**src/inc/serial_frame_cfg.svh**
```systemverilog
// Register offsets, field positions, reset values and bus codes for the serial frame datapath
`ifndef SERIAL_FRAME_CFG_SVH
`define SERIAL_FRAME_CFG_SVH

// ------------------------------------------------------------------
// Register byte offsets
// ------------------------------------------------------------------
`define OFS_FFC        5'h00
`define OFS_TXB        5'h04
`define OFS_RXB        5'h08
`define OFS_CTRL       5'h0C
`define OFS_STAT       5'h10
`define OFS_RATE       5'h14

// ------------------------------------------------------------------
// Reset values
// ------------------------------------------------------------------
`define RST_FFC        8'h00
`define RST_TXB        8'hFF
`define RST_RXB        8'h00
`define RST_CTRL       8'h00
`define RST_RATE       8'hFF

// ------------------------------------------------------------------
// Control and status field positions
// ------------------------------------------------------------------
`define CTL_TX_ON      0
`define CTL_RX_ON      1
`define CTL_MPB        2
`define ST_TXE         7
`define ST_RXF         6
`define ST_ORE         5
`define ST_FER         4
`define ST_PER         3
`define ST_TEND        2
`define ST_MPB         1

// ------------------------------------------------------------------
// Bus codes
// ------------------------------------------------------------------
`define HTRANS_NONSEQ  2'h2
`define HRESP_OKAY     1'b0

`endif

```
**src/inc/serial_frame_pkg.sv**
```systemverilog
// Types shared by the serial frame datapath
package serial_frame_pkg;

  typedef logic [1:0] htrans_t;

  // Frame format register layout, bit 7 down to bit 0
  typedef struct packed {
    logic       sync;
    logic       seven;
    logic       par_en;
    logic       odd;
    logic       two_stop;
    logic       mp;
    logic [1:0] psel;
  } fmt_s;

  // Latched bus address phase
  typedef struct packed {
    logic       valid;
    logic       write;
    logic [4:0] addr;
  } ahb_ap_s;

  typedef enum {TX_IDLE, TX_START, TX_DATA, TX_PAR, TX_STOP1, TX_STOP2} tx_state_e;
  typedef enum {RX_IDLE, RX_START, RX_DATA, RX_PAR, RX_STOP} rx_state_e;

endpackage

```
**src/core/serial_frame_datapath.sv**
```systemverilog
// Serial channel frame datapath with AHB-Lite register slave
`timescale 1ns/1ps
`default_nettype none
`include "serial_frame_cfg.svh"

// Operation
// - Received bits enter the receive shift register first bit landing in bit 0.
// - A finished character moves to the receive buffer automatically.
// - Shift registers are invisible to software; only buffers are mapped.
// - Receive buffer is read-only, zero after reset and standby.
// - Transmit buffer copies to shift register, sent bit 0 first.
// - Next character loads after a frame only while empty flag is 0.
// - Transmit buffer is read/write, all ones after reset and standby.
// - Frame format register is read/write, zero after reset and standby.
// - Format bit 7 set selects clocked synchronous, clear selects asynchronous.
// - Format bit 6 selects seven data bits asynchronously; bit 7 unsent.
// - Format bit 5 adds and checks parity in asynchronous mode only.
// - Format bit 4 picks even or odd parity for both directions.
// - Format bit 3 selects one or two high stop bits when sending.
// - Receiver checks only the first stop bit; low next bit starts.
// - Format bit 2 selects multiprocessor frame, overriding parity settings.
// - Format bits 1:0 select clock, clock/4, clock/16 or clock/64.
// - Clocked synchronous frames carry no start or stop bits.
// - Sending starts after buffer write and empty flag cleared, transmitter on.
module serial_frame_datapath #(
  parameter int ADDR_W = 8
) (
  // Clock and reset
  input  wire logic                    sys_clk,
  input  wire logic                    rst_b,
  input  wire logic                    standby,
  // AHB-Lite slave
  input  wire logic                    hsel,
  input  wire logic [ADDR_W-1:0]       haddr,
  input  wire serial_frame_pkg::htrans_t htrans,
  input  wire logic                    hwrite,
  input  wire logic [2:0]              hsize,
  input  wire logic [31:0]             hwdata,
  input  wire logic                    hready,
  output logic                         hreadyout,
  output logic                         hresp,
  output logic [31:0]                  hrdata,
  // Serial line
  input  wire logic                    rxd,
  output logic                         txd,
  output logic                         sclk_out
);
  import serial_frame_pkg::*;

  // ------------------------------------------------------------------
  // Parameter check
  // ------------------------------------------------------------------
  if (ADDR_W < 5) begin : g_addr_chk
    $error("ADDR_W must be at least 5");
  end

  // ------------------------------------------------------------------
  // Functions
  // ------------------------------------------------------------------
  function automatic logic prescale_hit(input logic [1:0] sel, input logic [5:0] cnt);
    logic hit;
    hit = 1'b0;
    case (sel)
      2'h0: hit = 1'b1;
      2'h1: hit = (cnt[1:0] == 2'h3);
      2'h2: hit = (cnt[3:0] == 4'hF);
      default: hit = (cnt == 6'h3F);
    endcase
    return hit;
  endfunction

  function automatic logic bit_end(input logic tick, input logic [7:0] cnt,
                                   input logic [7:0] lim);
    return tick && (cnt == lim);
  endfunction

  // ------------------------------------------------------------------
  // Declarations
  // ------------------------------------------------------------------
  ahb_ap_s   ap;
  fmt_s      ffc;
  logic [7:0] transmit_buffer;
  logic [7:0] receive_buffer;
  logic [7:0] ctrl;
  logic [7:0] rate;
  logic      txe;
  logic      rxf;
  logic      ore;
  logic      fer;
  logic      per;
  logic      rx_mpb;
  logic [5:0] pre_cnt;
  logic      pre_tick;
  logic      clr;
  logic      wr_now;
  logic      rd_now;
  logic [7:0] rd_val;
  logic      sync_m;
  logic      seven_m;
  logic      par_m;
  logic      mp_m;
  logic      two_m;
  logic [2:0] last_bit;
  tx_state_e tx_st;
  logic [7:0] transmit_shift_reg;
  logic [7:0] tx_data;
  logic [7:0] tx_cnt;
  logic [2:0] tx_bits;
  logic      tx_end;
  logic      tx_half;
  logic      char_end;
  logic      tx_load;
  logic      line_bit;
  rx_state_e rx_st;
  logic [7:0] receive_shift_reg;
  logic [7:0] rx_cnt;
  logic [2:0] rx_bits;
  logic      rx_end;
  logic      rx_pbit;
  logic      sync_sample;
  logic      rx_done;
  logic      rx_xfer;
  logic [7:0] rx_word;
  logic      rx_fer;
  logic      rx_per;

  assign clr = !rst_b || standby;

  // ------------------------------------------------------------------
  // Effective format
  // ------------------------------------------------------------------
  assign sync_m   = ffc.sync;
  assign seven_m  = !ffc.sync && ffc.seven;
  assign mp_m     = !ffc.sync && ffc.mp;
  assign par_m    = !ffc.sync && !ffc.mp && ffc.par_en;
  assign two_m    = !ffc.sync && ffc.two_stop;
  assign last_bit = seven_m ? 3'h6 : 3'h7;

  // ------------------------------------------------------------------
  // AHB-Lite slave
  // ------------------------------------------------------------------
  function automatic logic hit(input ahb_ap_s a, input logic [4:0] ofs);
    return a.valid && (a.addr == ofs);
  endfunction

  assign wr_now = ap.valid && ap.write;
  assign rd_now = ap.valid && !ap.write;

  always_ff @(posedge sys_clk) begin
    if (!rst_b) begin
      ap        <= '0;
      hreadyout <= 1'b1;
      hresp     <= `HRESP_OKAY;
    end else begin
      ap.valid  <= hsel && (htrans == `HTRANS_NONSEQ) && hready;
      ap.write  <= hwrite;
      ap.addr   <= haddr[4:0];
      hreadyout <= !(hsel && (htrans == `HTRANS_NONSEQ) && hready && !hwrite);
      hresp     <= `HRESP_OKAY;
    end
  end

  always_comb begin
    rd_val = 8'h00;
    case (ap.addr)
      `OFS_FFC:  rd_val = ffc;
      `OFS_TXB:  rd_val = transmit_buffer;
      `OFS_RXB:  rd_val = receive_buffer;
      `OFS_CTRL: rd_val = ctrl;
      `OFS_STAT: rd_val = {txe, rxf, ore, fer, per, tx_st == TX_IDLE, rx_mpb, 1'b0};
      `OFS_RATE: rd_val = rate;
      default:   rd_val = 8'h00;
    endcase
  end

  always_ff @(posedge sys_clk) begin
    if (!rst_b) begin
      hrdata <= 32'h00000000;
    end else if (rd_now) begin
      hrdata <= {24'h000000, rd_val};
    end
  end

  // ------------------------------------------------------------------
  // Software registers
  // ------------------------------------------------------------------
  always_ff @(posedge sys_clk) begin
    if (clr) begin
      ffc             <= `RST_FFC;
      transmit_buffer <= `RST_TXB;
      ctrl            <= `RST_CTRL;
      rate            <= `RST_RATE;
    end else if (wr_now) begin
      if (hit(ap, `OFS_FFC)) ffc <= hwdata[7:0];
      if (hit(ap, `OFS_TXB)) transmit_buffer <= hwdata[7:0];
      if (hit(ap, `OFS_CTRL)) ctrl <= {5'h00, hwdata[2:0]};
      if (hit(ap, `OFS_RATE)) rate <= hwdata[7:0];
    end
  end

  // Status flags: hardware set wins over write-zero clear
  always_ff @(posedge sys_clk) begin
    if (clr) begin
      txe    <= 1'b1;
      rxf    <= 1'b0;
      ore    <= 1'b0;
      fer    <= 1'b0;
      per    <= 1'b0;
      rx_mpb <= 1'b0;
    end else begin
      if (tx_load || !ctrl[`CTL_TX_ON]) txe <= 1'b1;
      else if (wr_now && hit(ap, `OFS_STAT) && !hwdata[`ST_TXE]) txe <= 1'b0;
      if (rx_xfer) rxf <= 1'b1;
      else if (wr_now && hit(ap, `OFS_STAT) && !hwdata[`ST_RXF]) rxf <= 1'b0;
      if (rx_done && rxf) ore <= 1'b1;
      else if (wr_now && hit(ap, `OFS_STAT) && !hwdata[`ST_ORE]) ore <= 1'b0;
      if (rx_xfer && rx_fer) fer <= 1'b1;
      else if (wr_now && hit(ap, `OFS_STAT) && !hwdata[`ST_FER]) fer <= 1'b0;
      if (rx_xfer && rx_per) per <= 1'b1;
      else if (wr_now && hit(ap, `OFS_STAT) && !hwdata[`ST_PER]) per <= 1'b0;
      if (rx_xfer) rx_mpb <= mp_m && rx_pbit;
    end
  end

  // ------------------------------------------------------------------
  // Prescaler
  // ------------------------------------------------------------------
  always_ff @(posedge sys_clk) begin
    if (clr) pre_cnt <= 6'h00;
    else     pre_cnt <= pre_cnt + 6'h01;
  end

  assign pre_tick = prescale_hit(ffc.psel, pre_cnt);

  // ------------------------------------------------------------------
  // Transmitter
  // ------------------------------------------------------------------
  assign tx_end   = bit_end(pre_tick, tx_cnt, rate);
  assign tx_half  = bit_end(pre_tick, tx_cnt, rate >> 1);
  assign char_end = tx_end && ((tx_st == TX_STOP1 && !two_m) || tx_st == TX_STOP2 ||
                               (tx_st == TX_DATA && sync_m && tx_bits == 3'h7));
  assign tx_load  = (tx_st == TX_IDLE || char_end) && ctrl[`CTL_TX_ON] && !txe;

  always_ff @(posedge sys_clk) begin
    if (clr) begin
      tx_st              <= TX_IDLE;
      transmit_shift_reg <= 8'h00;
      tx_data            <= 8'h00;
      tx_cnt             <= 8'h00;
      tx_bits            <= 3'h0;
    end else if (tx_load) begin
      transmit_shift_reg <= transmit_buffer;
      tx_data            <= transmit_buffer;
      tx_cnt             <= 8'h00;
      tx_bits            <= 3'h0;
      tx_st              <= sync_m ? TX_DATA : TX_START;
    end else if (char_end) begin
      tx_st <= TX_IDLE;
    end else if (tx_st != TX_IDLE && pre_tick) begin
      tx_cnt <= tx_end ? 8'h00 : tx_cnt + 8'h01;
      if (tx_end) begin
        case (tx_st)
          TX_START: tx_st <= TX_DATA;
          TX_DATA: begin
            transmit_shift_reg <= transmit_shift_reg >> 1;
            tx_bits            <= tx_bits + 3'h1;
            if (tx_bits == last_bit) tx_st <= (par_m || mp_m) ? TX_PAR : TX_STOP1;
          end
          TX_PAR:   tx_st <= TX_STOP1;
          TX_STOP1: tx_st <= TX_STOP2;
          default:  tx_st <= TX_IDLE;
        endcase
      end
    end
  end

  always_comb begin
    line_bit = 1'b1;
    case (tx_st)
      TX_START: line_bit = 1'b0;
      TX_DATA:  line_bit = transmit_shift_reg[0];
      TX_PAR:   line_bit = mp_m ? ctrl[`CTL_MPB] :
                  (^(tx_data & {!seven_m, 7'h7F})) ^ ffc.odd;
      default:  line_bit = 1'b1;
    endcase
  end

  always_ff @(posedge sys_clk) begin
    if (clr) begin
      txd      <= 1'b1;
      sclk_out <= 1'b1;
    end else begin
      txd      <= line_bit;
      sclk_out <= !(sync_m && tx_st == TX_DATA && tx_cnt <= (rate >> 1));
    end
  end

  // ------------------------------------------------------------------
  // Receiver
  // ------------------------------------------------------------------
  assign rx_end      = bit_end(pre_tick, rx_cnt, (rx_st == RX_START) ? (rate >> 1) : rate);
  assign sync_sample = sync_m && ctrl[`CTL_RX_ON] && tx_st == TX_DATA && tx_half;
  assign rx_done     = (rx_st == RX_STOP && rx_end) || (sync_sample && tx_bits == 3'h7);
  assign rx_xfer     = rx_done && !rxf;
  assign rx_word     = sync_m ? {rxd, receive_shift_reg[7:1]} :
                       (seven_m ? {1'b0, receive_shift_reg[7:1]} : receive_shift_reg);
  assign rx_fer      = !sync_m && !rxd;
  assign rx_per      = par_m && ((^rx_word) ^ rx_pbit ^ ffc.odd);

  always_ff @(posedge sys_clk) begin
    if (clr) begin
      rx_st             <= RX_IDLE;
      receive_shift_reg <= 8'h00;
      rx_cnt            <= 8'h00;
      rx_bits           <= 3'h0;
      rx_pbit           <= 1'b0;
    end else if (sync_sample) begin
      receive_shift_reg <= {rxd, receive_shift_reg[7:1]};
    end else if (rx_st == RX_IDLE) begin
      rx_cnt  <= 8'h00;
      rx_bits <= 3'h0;
      if (ctrl[`CTL_RX_ON] && !sync_m && !rxd) rx_st <= RX_START;
    end else if (pre_tick) begin
      rx_cnt <= rx_end ? 8'h00 : rx_cnt + 8'h01;
      if (rx_end) begin
        case (rx_st)
          RX_START: rx_st <= rxd ? RX_IDLE : RX_DATA;
          RX_DATA: begin
            receive_shift_reg <= {rxd, receive_shift_reg[7:1]};
            rx_bits           <= rx_bits + 3'h1;
            if (rx_bits == last_bit) rx_st <= (par_m || mp_m) ? RX_PAR : RX_STOP;
          end
          RX_PAR: begin
            rx_pbit <= rxd;
            rx_st   <= RX_STOP;
          end
          default: rx_st <= RX_IDLE;
        endcase
      end
    end
  end

  always_ff @(posedge sys_clk) begin
    if (clr) receive_buffer <= `RST_RXB;
    else if (rx_xfer) receive_buffer <= rx_word;
  end
endmodule
`default_nettype wire

```
**config.mk**
```make
export PLATFORM = sky130hd
export DESIGN_NAME = serial_frame_datapath
export DESIGN_NICKNAME = d
export VERILOG_FILES = /design/src/inc/serial_frame_pkg.sv /design/src/core/serial_frame_datapath.sv
export VERILOG_INCLUDE_DIRS = /design/src /design/src/inc
export SDC_FILE = /design/constraint.sdc
export NUM_CORES = 1
export LEC_CHECK = 0
export ABC_AREA = 1
export BUFFER_PORTS_ARGS = -buffer_cell sky130_fd_sc_hd__buf_4
export CAP_MARGIN = 5
export CORE_MARGIN = 3
export CORE_UTILIZATION = 60
export CTS_BUF_LIST = sky130_fd_sc_hd__clkbuf_4
export CTS_CLUSTER_SIZE = 30
export DETAILED_ROUTE_END_ITERATION = 10
export PLACE_DENSITY_LB_ADDON = 0.05
export SLEW_MARGIN = 5
export SYNTH_ARGS = -nofsm -noshare
export SYNTH_HDL_FRONTEND = slang
export SYNTH_SLANG_ARGS = --single-unit
```
**constraint.sdc**
```tcl
create_clock -name sys_clk -period 3.4 [get_ports sys_clk]
set_input_delay 0.51 -clock sys_clk [delete_from_list [all_inputs] [get_ports sys_clk]]
set_output_delay 0.51 -clock sys_clk [all_outputs]
set_load 0.05 [all_outputs]
```
==> flow_metrics.py <==
metrics = {
    "floorplan": {
        "die_w_um": 108,
        "rows": 36,
        "die_h_um": 108,
        "dieArea_sq_um": 11700,
        "boundaryPins": 88,
        "core_region_area_sq_um": 9950,
        "initial_core_util": 0.628,
    },
    "finish": {
        "drive_above_1_share": 0.0822,
        "multi_input_area_sq_um": 3300,
        "fill_cells": 928,
        "instances_no_fill": 1082,
        "final_area_sq_um": 6690,
        "nets": 1004,
        "area.growth.synth_to_final_pct": 7.02,
        "antenna_cells": 0,
        "register_area_sq_um": 2360,
    },
    "worst_hold_path": {
        "min_from": "htrans[0]",
        "hp-class": "input port to flip-flop",
    },
    "worst_setup_path": {
        "cp-start-kind": "flip-flop",
        "required_ns": 3.82,
        "worst_ep_arrival_time_ns": 3.03,
        "end_kind": "flip-flop",
        "crit_type": "flip-flop to flip-flop",
        "crit_start": "rate[6]",
        "crit_fanout": 11,
        "timing.rr.start": "rate[6]",
    },
    "clock_network": {
        "clockRootBuffer": "clkbuf_4",
        "hold_buffers": 0,
        "clock_latency_ns": 0.53,
        "cts_sinks": 118,
        "h-tree-depth": 4,
        "post_cts_resized": 0,
        "clk_pin_slew_ns": 0.09,
        "cts_buffers": 17,
        "post_cts_buffers": 0,
        "cts_buffer_depth": 2,
        "cts_tree": "done",
    },
    "grt": {
        "grt_use_met2": 0.465,
        "grt_usage": 0.285,
        "grt_max_degree": 56,
        "overflow": 0,
        "grt.busiest_layer": "met2",
        "grt_antenna_before_repair": 0,
        "grtUsageMet3": 0.0752,
        "use_met1": 0.368,
        "grt_pass1_vias": 5467,
        "grt_pass1_wl_um": 26200,
    },
    "power": {
        "power_density_nw_per_um2": 368,
        "ir_drop_mv": 0.323,
        "finalPower_mw": 2.46,
        "leakage_nw": 2.96,
    },
    "synthesis": {
        "synth_top_family_by_area": "simple AND/OR/NAND/NOR gates",
        "yosysSeqAreaShare": 0.378,
        "synth_warnings": 0,
        "synth_compound_area_frac": 0.142,
        "syn_area_per_cell_sq_um": 6.87,
        "synth-simple-area-share": 0.307,
        "synthDistinctLibCells": 45,
        "synth_xor_area_frac": 0.0364,
        "synth_area_sq_um": 6250,
        "synthMuxAreaShare": 0,
        "ys_ff_latch": 118,
        "synthAdderAreaFrac": 0.0260,
        "postSynthCellCount": 910,
    },
    "route": {
        "num_vias": 5950,
        "wire_per_inst_um": 14.5,
        "drtIter0Drc": 536,
        "firstDrtPassIters": 8,
        "wl_um": 15700,
        "drtAntennaViolNets": 0,
        "routed_via_density": 5.50,
        "drc_errors": 0,
    },
    "timing": {
        "maxSlewViolCount": 0,
        "setup_viol": 0,
        "finalHoldViolCount": 0,
        "slew_headroom": 0.432,
        "rsz0062_at_grt": "no",
        "period_minus_slack_ns": 2.61,
        "finalSetupTns_ns": 0,
        "max_clock_freq_mhz": 383,
        "min_period_over_period": 0.768,
        "tightest_slew_ns": 0.849,
        "fin_worst_skew_ns": 0.0203,
        "whs_ns": 0.149,
    },
    "place": {
        "gp_congestion": 0.908,
        "io_buffer_count": 32,
        "dp_hpwl_um": 11800,
        "dpl_cell_area_sq_um": 6480,
        "placed_cells": 1053,
    },
    "run_status": {
        "run_status": "finished clean",
    },
    "flow_run": {
        "maxCapViolations": 0,
    },
}
[layer usage]
metal | part of all wire | wire length [um]
met3 | 0.069 | 1090
met5 | 0 | 0
met2 | 0.47 | 7380
met1 | 0.44 | 6920
met4 | 0.020 | 308
[logic make-up after synthesis]
family	after synthesis
adders and majority gates	13
xor gates and xnor gates	26
buffers and inverters	152
AOI/OAI and AO/OA	154
other	1
and+or+nand+nor	446
DFF	118
[cell usage in the layout (no fill, tap or decap), drive strengths merged, types with 2 or more instances in the layout]
master	netlist	layout
xor2	18	18
nand3b	2	2
nor2	103	103
o31ai	2	2
nand2	236	236
a211oi	3	3
xnor2	8	8
o21bai	2	2
o21ai	52	52
a21oi	59	59
clkbuf	9	20
clkinv	0	8
inv	103	103
nor3b	4	4
o211ai	12	12
dfxtp	118	118
nand4	18	18
o221ai	3	3
a221oi	3	3
o22ai	4	4
a31oi	9	9
buf	40	35
nor3	15	15
ha	13	13
nand3	66	66
conb	1	25
[final cells by class]
type                            instances  share of cell area
Multi-Input combinational cell        664               0.493
Sequential cell                       118               0.353
Inverter                              103              0.0578
Timing Repair Buffer                   35              0.0393
Tap cell                              133              0.0249
Clock buffer                           20              0.0224
Clock inverter                          9             0.00953
[worst max-delay path, stage by stage (launching register included)]
cell	delay (ns)
dfxtp_1	0.41
inv_1	0.16
ha_1	0.33
nand4_1	0.12
nor3_1	0.22
inv_1	0.10
nor3_1	0.28
nand3_1	0.22
nand2_1	0.16
nand2_1	0.21
o21ai_0	0.24
nor2_1	0.06
[path summary, 6_finish.rpt]
path	to	slack, ns	depth (start not counted)
setup reg to reg	rx_mpb	0.79	11
setup / recovery	rx_mpb	0.79	11
hold / removal	ap[6]	0.15	2
hold reg to reg	txe	0.43	1
[cell usage after synthesis, drive strengths merged]
master   count  area, sq um
nand2      236          921
dfxtp      118         2360
inv        103          387
nor2       103          399
nand3       66          335
a21oi       59          307
o21ai       52          268
buf         40          268
nand4       18          119
xor2        18          158
nor3        15         86.3
ha          13          163
o211ai      12         90.1
a31oi        9         56.3
clkbuf       9         33.8
xnor2        8         70.1
nor3b        4         30.0
o22ai        4         25.0
a211oi       3         22.5
a221oi       3         26.3
o221ai       3         26.3
nand3b       2         15.0
o21bai       2         15.0
o31ai        2         15.0
a2111oi      1         8.76
a21boi       1         7.51
a22o         1         8.76
a22oi        1         7.51
conb         1         3.75
nor4         1         6.26
o21a         1         7.51
or2          1         6.26
[where the power goes]
part	internal (mW)	switching (mW)	total [mW]
Sequential	1.39	0.00933	1.40
Clock	0.359	0.487	0.845
Combinational	0.0493	0.164	0.213
[stage by stage]
stage / utilization / setup WS [ns]
6_report: 0.672 / 0.788
5_1_grt: 0.672 / 0.448
4_1_cts: 0.672 / 0.807
3_5_place_dp: 0.651 / 0.830
3_3_place_gp: 0.651 / 0.882
2_1_floorplan: - / 1.36
Note: power is estimated with default switching activity, not from simulation.
